**src/logic/actuator_ctrl_pkg.sv**
```systemverilog
// constants and field layouts shared by the actuator control/status block
// assumes a 250 MHz core clock that samples the serial pins
// Operation
// - Status bit 23 always reads as one so an all-zero frame exposes a broken link.
// - A valid frame with control bit 22 set clears every flag of both status words except the not-ready flag at frame end.
// - Control bit 21 alone chooses the overload retry duty; the retry enable sits in bit 18 of the second control word.
// - A supply over- or undervoltage sets status bit 22 or 21 and switches all outputs off.
// - Outputs return by themselves when the supply recovers unless bit 20 is set, then the flags must be cleared.
// - Thermal shutdown sets status bit 20 and holds every output off until that flag is cleared.
// - Status bit 19 reports a temperature warning and never switches an output off.
// - Control bits 19:18 pick the current image: 00 eleven, 10 one or six, 01 five, 11 four, one only if on and six off.
// - Each standby-to-active change sets status bit 18 and blocks outputs until a settle timer ends, then clears it.
// - The not-ready flag is timed by the internal clock so its falling edge can mark test events.
// - Control bit 23 written as zero enters standby and written as one makes the device active.
// - Frame bit 0 picks which control word is written and which status word is shifted out.
package actuator_ctrl_pkg;
    localparam int FRAME_BITS = 24;
    localparam int CLOCK_PERIOD_NS = 4;
    localparam int STARTUP_TIME_NS = 50000; // charge pump settle time
    localparam int STARTUP_CYCLES = (STARTUP_TIME_NS + CLOCK_PERIOD_NS - 1) / CLOCK_PERIOD_NS;
    localparam int RETRY_ENABLE_BIT = 18; // position of the retry enable inside control word one

    // status word zero field positions
    localparam int ST_FAULT = 0;
    localparam int ST_ALWAYS_ONE = 23;
    localparam int ST_OVERVOLT = 22;
    localparam int ST_UNDERVOLT = 21;
    localparam int ST_THERMAL = 20;
    localparam int ST_WARNING = 19;
    localparam int ST_NOT_READY = 18;
    localparam logic [23:0] CONTROL_RESET = 24'h000000;
    // synchroniser reset: select high, serial clock, data and all fault inputs at their idle low
    localparam logic [6:0] SYNC_RESET = 7'h40;

    // control word zero layout, bit 23 first
    typedef struct packed {
        logic enable;
        logic status_reset;
        logic retry_duty;
        logic recovery_disable;
        logic [1:0] monitor_sel;
        logic [16:0] switches;
        logic select;
    } control_zero_s;

    typedef enum logic [2:0] {
        MON_ELEVEN = 3'b000,
        MON_ONE = 3'b001,
        MON_SIX = 3'b010,
        MON_FIVE = 3'b011,
        MON_FOUR = 3'b100
    } monitor_src_e;
endpackage

```
**src/logic/actuator_ctrl_status.sv**
```systemverilog
// serial-loaded control word zero and status word zero, upper fields, with frame check and start-up timer
// assumes raw pins (frame select, serial clock, data) and analog fault comparators arrive asynchronously
`timescale 1ns/1ps
module actuator_ctrl_status #(
    parameter int startup_cycles = actuator_ctrl_pkg::STARTUP_CYCLES
) (
    // clock and reset
    input wire logic clock,
    input wire logic srst,
    // serial pins
    input wire logic frame_select_low,
    input wire logic serial_clock,
    input wire logic serial_data_in,
    output logic serial_data_out,
    output logic serial_data_oe,
    // analog fault comparators
    input wire logic battery_over_voltage,
    input wire logic battery_under_voltage,
    input wire logic thermal_trip,
    input wire logic thermal_warning,
    // rest of the device
    input wire logic [16:0] overload_flags,
    input wire logic [23:0] status_word_one,
    input wire logic bridge_output_one_on,
    input wire logic bridge_output_six_on,
    output logic status_clear,
    output logic [23:0] control_word_one,
    output logic [16:0] switch_request,
    output logic outputs_allowed,
    output logic device_active,
    output logic overload_retry_enable,
    output logic overload_retry_duty,
    output actuator_ctrl_pkg::monitor_src_e current_monitor_source
);
    localparam int CW = $clog2(startup_cycles + 1);
    // elaboration check: a zero settle time would raise the not-ready flag and never drop it
    if (startup_cycles < 1) begin : g_bad_startup
        $error("startup_cycles must be at least one");
    end

    logic [6:0] sync_a;
    logic [6:0] sync_b;
    logic sclk_prev;
    logic csn_prev;
    logic [23:0] shift_in;
    logic [4:0] bit_count;
    logic [23:0] shift_out;
    logic loaded;
    actuator_ctrl_pkg::control_zero_s control_word_zero;
    logic over_flag;
    logic under_flag;
    logic thermal_trip_flag;
    logic warning_flag;
    logic not_ready;
    logic [CW-1:0] settle_count;
    logic [23:0] fault_word_zero;
    logic fault_any;
    logic sclk_rise;
    logic sclk_fall;
    logic frame_start;
    logic frame_end;
    logic frame_valid;
    logic write_zero;
    logic go_standby;
    logic go_active;
    logic clear_flags;

    // two-flop synchronisers; only the second stage is read
    // reset to idle pin levels, else sticky fault flags would set right after reset
    always_ff @(posedge clock) begin
        if (srst) begin
            sync_a <= actuator_ctrl_pkg::SYNC_RESET;
            sync_b <= actuator_ctrl_pkg::SYNC_RESET;
        end else begin
            sync_a <= {frame_select_low, serial_clock, serial_data_in, battery_over_voltage,
                       battery_under_voltage, thermal_trip, thermal_warning};
            sync_b <= sync_a;
        end
    end

    // edge history on the synchronised serial clock and frame select
    always_ff @(posedge clock) begin
        if (srst) begin
            sclk_prev <= 1'b0;
            csn_prev <= 1'b1;
        end else begin
            sclk_prev <= sync_b[5];
            csn_prev <= sync_b[6];
        end
    end

    assign sclk_rise = sync_b[5] && !sclk_prev && !sync_b[6];
    assign sclk_fall = !sync_b[5] && sclk_prev && !sync_b[6];
    assign frame_start = !sync_b[6] && csn_prev;
    assign frame_end = sync_b[6] && !csn_prev;
    // a frame with any count but exactly 24 clocks is dropped so a glitchy link cannot switch outputs
    assign frame_valid = frame_end && (bit_count == 5'(actuator_ctrl_pkg::FRAME_BITS));
    assign write_zero = frame_valid && !shift_in[0];
    assign go_standby = write_zero && !shift_in[23];
    assign go_active = write_zero && shift_in[23] && !control_word_zero.enable;
    // standby also wipes the flags, since all register bits clear there
    assign clear_flags = (write_zero && shift_in[22]) || (frame_valid && shift_in[0] && shift_in[22])
                         || go_standby;
    assign status_clear = clear_flags;

    // lsb-first input shift and bit counter, saturating one past a full frame
    always_ff @(posedge clock) begin
        if (srst || frame_start) begin
            shift_in <= 24'h000000;
            bit_count <= 5'h00;
        end else if (sclk_rise) begin
            shift_in <= {sync_b[4], shift_in[23:1]};
            if (bit_count != 5'h19) begin
                bit_count <= bit_count + 5'h01;
            end
        end
    end

    // status word zero, assembled from live flags
    always_comb begin
        fault_word_zero = {6'h00, overload_flags, 1'b0};
        fault_word_zero[actuator_ctrl_pkg::ST_ALWAYS_ONE] = 1'b1;
        fault_word_zero[actuator_ctrl_pkg::ST_OVERVOLT] = over_flag;
        fault_word_zero[actuator_ctrl_pkg::ST_UNDERVOLT] = under_flag;
        fault_word_zero[actuator_ctrl_pkg::ST_THERMAL] = thermal_trip_flag;
        fault_word_zero[actuator_ctrl_pkg::ST_WARNING] = warning_flag;
        fault_word_zero[actuator_ctrl_pkg::ST_NOT_READY] = not_ready;
        fault_any = (|fault_word_zero[22:1]) || (|status_word_one[22:1]);
        fault_word_zero[actuator_ctrl_pkg::ST_FAULT] = fault_any;
    end

    // output shift: the first rising clock loads the word picked by the incoming select bit
    always_ff @(posedge clock) begin
        if (srst || frame_start) begin
            shift_out <= 24'h000000;
            loaded <= 1'b0;
        end else if (sclk_rise && !loaded) begin
            loaded <= 1'b1;
            shift_out <= sync_b[4] ? status_word_one : fault_word_zero;
            shift_out[0] <= fault_any;
        end else if (sclk_fall && loaded) begin
            shift_out <= {1'b0, shift_out[23:1]};
        end
    end

    // before the first clock the data pin polls the fault summary
    always_ff @(posedge clock) begin
        if (srst) begin
            serial_data_out <= 1'b0;
        end else begin
            serial_data_out <= loaded ? shift_out[0] : fault_any;
        end
    end
    assign serial_data_oe = !sync_b[6];

    // control words; standby by a cleared enable clears everything
    always_ff @(posedge clock) begin
        if (srst) begin
            control_word_zero <= actuator_ctrl_pkg::CONTROL_RESET;
            control_word_one <= actuator_ctrl_pkg::CONTROL_RESET;
        end else if (go_standby) begin
            control_word_zero <= actuator_ctrl_pkg::CONTROL_RESET;
            control_word_one <= actuator_ctrl_pkg::CONTROL_RESET;
        end else if (write_zero) begin
            control_word_zero <= shift_in;
        end else if (frame_valid) begin
            control_word_one <= shift_in;
        end
    end

    // sticky supply and thermal flags; a fault present in the clearing cycle stays set
    always_ff @(posedge clock) begin
        if (srst) begin
            over_flag <= 1'b0;
            under_flag <= 1'b0;
            thermal_trip_flag <= 1'b0;
            warning_flag <= 1'b0;
        end else begin
            over_flag <= sync_b[3] || (over_flag && !clear_flags);
            under_flag <= sync_b[2] || (under_flag && !clear_flags);
            thermal_trip_flag <= sync_b[1] || (thermal_trip_flag && !clear_flags);
            warning_flag <= sync_b[0] || (warning_flag && !clear_flags);
        end
    end

    // start-up settle timer on the core clock, so its end is cycle-exact
    always_ff @(posedge clock) begin
        if (srst) begin
            not_ready <= 1'b0;
            settle_count <= '0;
        end else if (go_active) begin
            not_ready <= 1'b1;
            settle_count <= CW'(startup_cycles);
        end else if (go_standby) begin
            not_ready <= 1'b0;
            settle_count <= '0;
        end else if (settle_count != '0) begin
            settle_count <= settle_count - CW'(1);
            not_ready <= (settle_count != CW'(1));
        end
    end

    // output gating; the warning flag deliberately has no say here
    always_ff @(posedge clock) begin
        if (srst) begin
            outputs_allowed <= 1'b0;
        end else begin
            outputs_allowed <= control_word_zero.enable && !not_ready
                && !sync_b[3] && !sync_b[2]
                && !(control_word_zero.recovery_disable && (over_flag || under_flag))
                && !thermal_trip_flag;
        end
    end

    // switch requests only reach the drivers while gating allows
    always_ff @(posedge clock) begin
        if (srst) begin
            switch_request <= 17'h00000;
        end else begin
            switch_request <= outputs_allowed ? control_word_zero.switches : 17'h00000;
        end
    end

    assign device_active = control_word_zero.enable;
    assign overload_retry_enable = control_word_one[actuator_ctrl_pkg::RETRY_ENABLE_BIT];
    assign overload_retry_duty = control_word_zero.retry_duty;

    // current monitor multiplexer select
    always_ff @(posedge clock) begin
        if (srst) begin
            current_monitor_source <= actuator_ctrl_pkg::MON_ELEVEN;
        end else begin
            case (control_word_zero.monitor_sel)
                2'b00: current_monitor_source <= actuator_ctrl_pkg::MON_ELEVEN;
                2'b10: current_monitor_source <= (bridge_output_one_on && !bridge_output_six_on)
                    ? actuator_ctrl_pkg::MON_ONE : actuator_ctrl_pkg::MON_SIX;
                2'b01: current_monitor_source <= actuator_ctrl_pkg::MON_FIVE;
                2'b11: current_monitor_source <= actuator_ctrl_pkg::MON_FOUR;
                default: current_monitor_source <= actuator_ctrl_pkg::MON_ELEVEN;
            endcase
        end
    end
endmodule // actuator_ctrl_status

```
**config.mk**
```make
export PLATFORM = sky130hd
export DESIGN_NAME = actuator_ctrl_status
export DESIGN_NICKNAME = d
export VERILOG_FILES = /design/src/logic/actuator_ctrl_pkg.sv /design/src/logic/actuator_ctrl_status.sv
export SDC_FILE = /design/constraint.sdc
export NUM_CORES = 1
export LEC_CHECK = 0
export CORE_UTILIZATION = 50
export CTS_BUF_LIST = sky130_fd_sc_hd__clkbuf_4 sky130_fd_sc_hd__clkbuf_8
export CTS_CLUSTER_SIZE = 24
export DETAILED_ROUTE_END_ITERATION = 16
export DONT_BUFFER_PORTS = 1
export GPL_ROUTABILITY_DRIVEN = 0
export PLACE_DENSITY = 0.69
export SETUP_SLACK_MARGIN = 0.15
export SYNTH_ARGS = -nofsm -noshare
export SYNTH_HDL_FRONTEND = slang
export SYNTH_SLANG_ARGS = --single-unit
```
**constraint.sdc**
```tcl
create_clock -name clock -period 2.15 [get_ports clock]
set_input_delay 0.3225 -clock clock [delete_from_list [all_inputs] [get_ports clock]]
set_output_delay 0.3225 -clock clock [all_outputs]
set_load 0.02 [all_outputs]
```
* Word level (Yosys, flattened, before mapping)
Cells that the tools add are included.
** Storage, ports and cells
- Register bits :: 157
- Bits of input ports :: 52
- Output and inout port bits :: 51
- Word-level logic and storage cells :: 109
** Cells by class
- $add $sub $neg :: 2
- Equality and inequality tests :: 6
- Mux-type cells :: 12
- Bitwise logic cells :: 2
- Reduce and logical (&&, ||, !) cells :: 62
** Operators with widths (number)
- $mux 24 :: 3
- $reduce_or 22->1 :: 2
- $mux 14 :: 3
- $logic_and 1x1->1 :: 27
- $logic_not 1->1 :: 15
- $ne 14x1->1 const B :: 1
- $reduce_bool 14->1 :: 1
- $sub 14x1->14 const B :: 1
- $pmux 3 s4 :: 1
- $logic_or 1x1->1 :: 9
- $add 5x1->5 const B :: 1
- $eq 5x5->1 const B :: 1
- $ne 5x5->1 const B :: 1
- $eq 2x2->1 const B :: 2
- $mux 1 :: 4
- $reduce_and 2->1 :: 2
- $reduce_or 2->1 :: 2
- $reduce_bool 3->1 :: 1
- $reduce_or 3->1 :: 1
- $eq 2x1->1 const B :: 1
- $logic_not 2->1 :: 1
- $mux 2 :: 1
- $not 1->1 :: 2
- $reduce_bool 2->1 :: 1

* Logic depth before layout (Yosys ltp)
Gate-level depths: netlist of run 1.
- Depth in word-level cells :: 10
- Depth in mapped cells :: 8
- Gate-level depth less buffers :: 7

* Least setup slack after synthesis of run 1
Ideal clock, no wire load.
- Path type :: reg-to-reg
- Start :: register bit_count[0]
- End :: register not_ready
- Library setup time :: 87 ps
- Arrival :: 1579 ps
- Data required time :: 2063 ps
- Slack :: 484 ps
- Cell stages (with the launch flop) :: 9
- Buffers on the path :: 2
- Clock period less this slack :: 1666 ps
- Path through :: dfxtp_1 -> inv_1 -> ha_1 -> and4bb_1 -> and2_1 -> buf_2 -> a21o_1 -> buf_2 -> o31ai_1
** Between the ends
- Word-level cells in the longest chain between the ends :: 6
- Elaborated cells between the ends (all ways) :: 9
- Those cells by class :: 1 x eq/ne; 2 x mux; 6 x reduce/logical
** Ends and longest elaborated chain
- start: declaration :: RTL line actuator_ctrl_status.sv:46 : logic [4:0] bit_count;
- start signal: assignment :: RTL line actuator_ctrl_status.sv:114 : bit_count <= bit_count + 5'h01;
- $eq 5x5->1 (*) :: RTL line actuator_ctrl_status.sv:97 : assign frame_valid = frame_end && (bit_count == 5'(actuator_ctrl_pkg::FRAME_BITS));
- $logic_and 1x1->1 (*) :: RTL line actuator_ctrl_status.sv:97
- $logic_and 1x1->1 (*) :: RTL line actuator_ctrl_status.sv:98 : assign write_zero = frame_valid && !shift_in[0];
- $logic_and 1x1->1 (on tied branches) :: RTL line actuator_ctrl_status.sv:99, actuator_ctrl_status.sv:100
- $mux 1 or $logic_and 1x1->1 (tied branches) :: RTL line actuator_ctrl_status.sv:194, actuator_ctrl_status.sv:100
- $mux 1 or $reduce_bool 3->1 (tied branches)
- end signal: assignment :: RTL line actuator_ctrl_status.sv:199 : not_ready <= (settle_count != CW'(1));
- end: declaration :: RTL line actuator_ctrl_status.sv:54 : logic not_ready;
Every way passes the cells marked *; elsewhere a longest branch is shown, timed or not.
A chain may end at the register's enable or synchronous reset.

* Worst setup path after layout of run 1
- Start :: register bit_count[2]
- End :: output port status_clear
** Between the ends
- Word-level cells in the longest chain between the ends :: 6
- Elaborated cells between the ends (all ways) :: 9
- Those cells by class :: 1 x eq/ne; 8 x reduce/logical
** Ends and longest elaborated chain
- $eq 5x5->1 (*) :: RTL line actuator_ctrl_status.sv:97
- $logic_and 1x1->1 (*) :: RTL line actuator_ctrl_status.sv:97
- $logic_and 1x1->1 (on tied branches) :: RTL line actuator_ctrl_status.sv:98, actuator_ctrl_status.sv:102
- $logic_and 1x1->1 :: RTL line actuator_ctrl_status.sv:102 : assign clear_flags = (write_zero && shift_in[22]) || (frame_valid && shift_in[0] && shift_in[22])
- $logic_or 1x1->1 :: RTL line actuator_ctrl_status.sv:102
- $logic_or 1x1->1 (*) :: RTL line actuator_ctrl_status.sv:103 : || go_standby;
- end: declaration :: RTL line actuator_ctrl_status.sv:26 : output logic status_clear,
Marked as above.

==> flow_summary.yaml, run 1 <==
status:
  outcome: "complete, no violations"
worst_setup_path:
  critPathKind: "register to output port"
  cp.arrival_ns: 1.61
  crit_path_end_kind: "output port"
  critPathRequiredTime_ns: 1.83
  cp_max_fo: 4
  worstSetupStartpointType: "register"
finish:
  num-fill-cells: 1062
  area_growth_pct: 10.54
  diodes: 0
  nNetsFinal: 749
  drive_gt1_frac: 0.1010
floorplan:
  die_width_um: 112.5
  die_h_um: 112.5
  start_util: 0.5233
  core_um2: 11660
  io_pins: 103
  die_area_um2: 12650
  rows: 39
yosys:
  synth_compound_area_frac: 0.1359
  synth_cell_types: 46
  syn_nets: 747
  synth_warnings: 0
  ys_seq_elements: 157
  yosysMostFrequentCell: "dfxtp_1"
  synth_edf_count: 0
  synth_adder_area_share: 0.01230
  synth.largest_area_cell: "dfxtp_1"
  ys_async_sr_fraction: 0
  synth_seq_area_share: 0.5150
  synthSimpleGateAreaFrac: 0.2333
  synth_area_um2: 6103
  synthTopCellsByArea: "dfxtp_1 (51%), nand2_1 (9.1%), a21oi_1 (6.7%)"
  synth_xor_area_frac: 0.02296
  synth_top_area_share: 0.5150
  synthTopCellsByCount: "dfxtp_1 (157), nand2_1 (148), a21oi_1 (82)"
  muxShareOfSynthArea: 0.03772
  avgSynthCellArea_um2: 8.858
  synth_top_family_by_area: "simple AND/OR/NAND/NOR gates"
  syn_inst: 689
  synth_top_flop_cell: "dfxtp_1"
global_route:
  grt_max_degree: 55
  grt_usage: 0.2034
  grt_pass1_wl_um: 20240
  grt.overflow.total: 0
  antenna_found_initial: 0
  grt_pass1_vias: 4315
hold_path:
  hp-class: "input pin to register"
clock_tree:
  cts_tree: "built"
  cts_buffers: 17
  clk_latency_ns: 0.45
  clockBufferDepth: 2
  clock-sinks: 157
  root_buffer: "clkbuf_8"
  clkSlewWorstSetupHoldPaths_ns: 0.08
  htree_levels: 4
detailed_routing:
  drt-wirelength-per-cell_um: 14.37
  first_iter_violations: 226
  drt-pass1-iter-count: 4
  drcViolationCount: 0
  ant_nets: 0
  num_vias: 4560
  wirelength_um: 12160
  vias_per_cell: 5.390
timing:
  slew-limit-headroom: 0.2332
  fin_crit_sh: 0.9006
  setup-tns-final_ns: 0
  report.final.hold_viol_count: 0
  rsz0062_at_grt: "yes"
  fin_skew_ns: 0.01128
  timing.fmax_mhz: 516.5
  drv_slew: 0
  tightest_slew_ns: 1.146
  setup_viol: 0
  finalCriticalPeriod_ns: 1.936
power:
  leakage_uw: 0.002319
  vdd_drop_max_uv: 529.3
  powerDensity_nw_per_um2: 917.3
  total_power_uw: 6188
placement:
  port_buffers: 0
  hpwl_um: 8160
job:
  max-cap-violations: 0
critical path, cell delays in order, from the launching register on:
cell     delay, ns
dfxtp_1       0.34
and3b_2       0.30
and4b_1       0.26
o21ai_2       0.12
inv_2         0.13
metrics by stage:
stage / setup WS [ns] / hold slack [ns] / instances / util / cell area, um2
after global placement: 0.3489 / 0.4055 / 807 / 0.5370 / 6262
after global routing: 0.1272 / 0.01174 / 846 / 0.5785 / 6746
final: 0.2137 / 0.02297 / 846 / 0.5785 / 6746
after CTS: 0.2028 / 0.001083 / 846 / 0.5781 / 6741
after detailed placement: 0.2909 / 0.4064 / 807 / 0.5370 / 6262
after floorplan: 0.4840 / 0.3895 / 689 / - / 6103
placed cells by master, fill, tap and decap left out, types with 4 or more instances in the layout:
cell type,Yosys,routed
a211oi_1,32,32
a21oi_1,82,82
a221oi_1,7,7
and2_1,20,20
buf_4,3,19
clkbuf_4,0,5
clkbuf_8,0,18
dfxtp_1,157,156
dlygate4sd3_1,0,8
ha_1,6,6
inv_1,9,8
mux2i_1,23,23
nand2_1,148,147
nand3_1,4,4
nand3b_1,4,4
nand4_1,7,7
nor2_1,45,45
nor2b_1,32,32
nor4_1,11,11
o21ai_0,5,4
xnor2_1,5,5
xor2_1,11,11
path summary, 6_finish.rpt:
check,startpoint,depth (start not counted),slack (ns),end
worst max-delay path,bit_count[2],4,0.21,status_clear
worst min-delay path,srst,2,0.02,not_ready
worst max register to register,sync_b[6],3,0.32,shift_out[19]
worst min register to register,sync_a[3],1,0.44,sync_b[3]
flip-flops by register name (all words and copies together), names as in the netlist, 3 cells and up:
name,flops
shift_in,24
sync_a,7
switch_request,17
bit_count,5
control_word_one,24
current_monitor_source,3
sync_b,7
control_word_zero,20
shift_out,24
settle_count,14
logic make-up (layout without fill, tap and decap cells):
logic type,Yosys count,after routing
AND/OR/NAND/NOR,294,294
flip-flops,157,157
AO/OA/AOI/OAI,137,137
buffers and inverters,56,70
multiplexers,23,23
XOR/XNOR,16,16
adder cells (fa/ha/maj),6,6
power by group:
part	internal, uW	switching, uW
Combinational	413	462
Clock	1130	1030
Sequential	3030	121
Total	4570	1610
final cells by class:
| class | count | area [um2] | share of cell area |
|---|---|---|---|
| Clock buffer | 23 | 285.3 | 0.04228 |
| Clock inverter | 8 | 110.1 | 0.01632 |
| Inverter | 10 | 37.54 | 0.005564 |
| Multi-Input combinational cell | 476 | 2728 | 0.4043 |
| Sequential cell | 157 | 3144 | 0.4661 |
| Tap cell | 143 | 178.9 | 0.02652 |
| Timing Repair Buffer | 29 | 262.8 | 0.03895 |
timing repair:
item / in CTS / in global routing
resized for setup: 3 / 3
buffers inserted: 0 / 0
endpoints found under the hold margin: 30 / 0
endpoints found under the setup margin: 1 / 20
pin swaps: 0 / 0
hold buffers: 8 / 0
layer usage:
metal / vias up / wire length (um) / track usage
met2: 102 / 5765 / 0.3342
met1: 2108 / 5492 / 0.2434
li1: 2332 / - / -
met4: 0 / 208 / 0.08622
met3: 18 / 695 / 0.06911
met5: - / 0 / 0
No activity file was read; power rests on OpenSTA's default activity.
==> inputs of run 2 (changes only) <==
--- a/config.mk
+++ b/config.mk
@@ -5,6 +5,7 @@
 export SDC_FILE = /design/constraint.sdc
 export NUM_CORES = 1
 export LEC_CHECK = 0
+export CORE_ASPECT_RATIO = 0.75
 export CORE_UTILIZATION = 50
 export CTS_BUF_LIST = sky130_fd_sc_hd__clkbuf_4 sky130_fd_sc_hd__clkbuf_8
 export CTS_CLUSTER_SIZE = 24
==> flow_summary.yaml, run 2 (synthesized netlist as in run 1, its figures left out) <==
timing:
  slew-limit-headroom: 0.2806
  setup_viol: 0
  fin_skew_ns: 0.007436
  setup-tns-final_ns: 0
  tightest_slew_ns: 1.076
  drv_slew: 0
  rsz0062_at_grt: "no"
  fin_crit_sh: 0.8748
  setup_slack_ns: 0.2692
  report.final.hold_viol_count: 0
  finalCriticalPeriod_ns: 1.881
  timing.fmax_mhz: 531.7
clock_tree:
  htree_levels: 4
  cts_buffers: 17
  post-cts-setup-buffers: 0
  clockBufferDepth: 2
  clkSlewWorstSetupHoldPaths_ns: 0.08
  cts_tree: "built"
  clk_latency_ns: 0.44
  clock-sinks: 157
  root_buffer: "clkbuf_8"
status:
  outcome: "complete, no violations"
floorplan:
  core_um2: 11740
  die_h_um: 97.68
  die_area_um2: 12660
  start_util: 0.5198
  io_pins: 103
  rows: 34
  die_width_um: 129.6
global_route:
  antenna_found_initial: 0
  grt.overflow.total: 0
  grt_pass1_vias: 4365
  grt_max_degree: 47
  grt_pass1_wl_um: 21490
  grt_usage: 0.2195
finish:
  area_growth_pct: 10.02
  drive_gt1_frac: 0.09585
  layout_commonest_cell: "dfxtp_1"
  fin_util: 0.5719
  final_cell_mix: "dfxtp_1 (156), nand2_1 (148), a21oi_1 (82)"
  diodes: 0
  reg_top3: "control_word_one (24), shift_in (24), shift_out (24)"
  nNetsFinal: 746
  fin_cells: 861
worst_setup_path:
  cp_max_fo: 4
  cp.arrival_ns: 1.56
  critPathRequiredTime_ns: 1.83
  crit_path_end_kind: "output port"
  cp_top_family: "simple AND/OR/NAND/NOR gates"
  worstSetupStartpointType: "register"
  max_stage_delay_ns: 0.34
  worst_path_max_delay_cell: "dfxtp_1"
  critPathKind: "register to output port"
  path_buf_inv: 1
  path_cells: "and3b_1, and4b_2, o21ai_2, inv_2"
detailed_routing:
  ant_nets: 0
  drcViolationCount: 0
  num_vias: 4626
  wirelength_um: 13100
  drt-pass1-iter-count: 5
  first_iter_violations: 293
  vias_per_cell: 5.373
  drt-wirelength-per-cell_um: 15.21
placement:
  port_buffers: 0
  dp_slack_ns: 0.2119
  hpwl_um: 9066
  placed_cells: 824
hold_path:
  hp-class: "input pin to register"
power:
  leakage_uw: 0.002287
  powerDensity_nw_per_um2: 909.1
  vdd_drop_max_uv: 554.3
job:
  max-cap-violations: 0
run 2: changes by cell type in the layout (fill, tap and decap cells not counted), moves of 2 or more:
cell / change
clkbuf_4: -4
clkinv_2: +3
buf_4: -2
clkinvlp_4: +2
run 2: worst paths after layout:
path	startpoint	cells past startpoint	slack (ns)	endpoint
max	bit_count[2]	4	0.27	status_clear
min	srst	2	0.04	not_ready
max reg2reg	settle_count[0]	7	0.31	settle_count[12]
min reg2reg	sync_a[6]	1	0.43	sync_b[6]
run 2: area by class of cell:
class / instances / area (um2)
inverters: 10 / 37.54
well taps: 162 / 202.7
flip-flops and latches: 157 / 3144
clock inverters: 11 / 120.1
fillers: 1034 / 5026
clock buffers: 19 / 255.2
multi-input cells: 476 / 2718
repair buffers: 26 / 237.7
run 2: power by group:
group	internal, uW	total, uW	switching [uW]	leakage [uW]
Sequential	3030	3140	117	0.00127
Clock	1060	2100	1040	0.000187
Combinational	404	865	460	0.000827
Total	4490	6100	1620	0.00229
run 2: layer usage:
layer	routed length (um)	track usage
met5	0	0
met4	129	0.06619
met3	1098	0.07269
met2	5605	0.3139
met1	6265	0.3106
run 2: what timing repair did:
item,CTS,global route
pin swaps,0,0
endpoints found under the setup margin,1,10
hold buffers,6,1
endpoints found under the hold margin,30,1
resized for setup,3,3
run 2: stage by stage:
stage          power, uW  area, um2  hold slack [ns]
2_1_floorplan       3838       6103           0.3895
3_3_place_gp        4001       6262           0.3958
3_5_place_dp        4047       6262           0.3974
4_1_cts             6143       6699         0.001542
5_1_grt             6403       6715          0.01622
6_report            6105       6715          0.04377
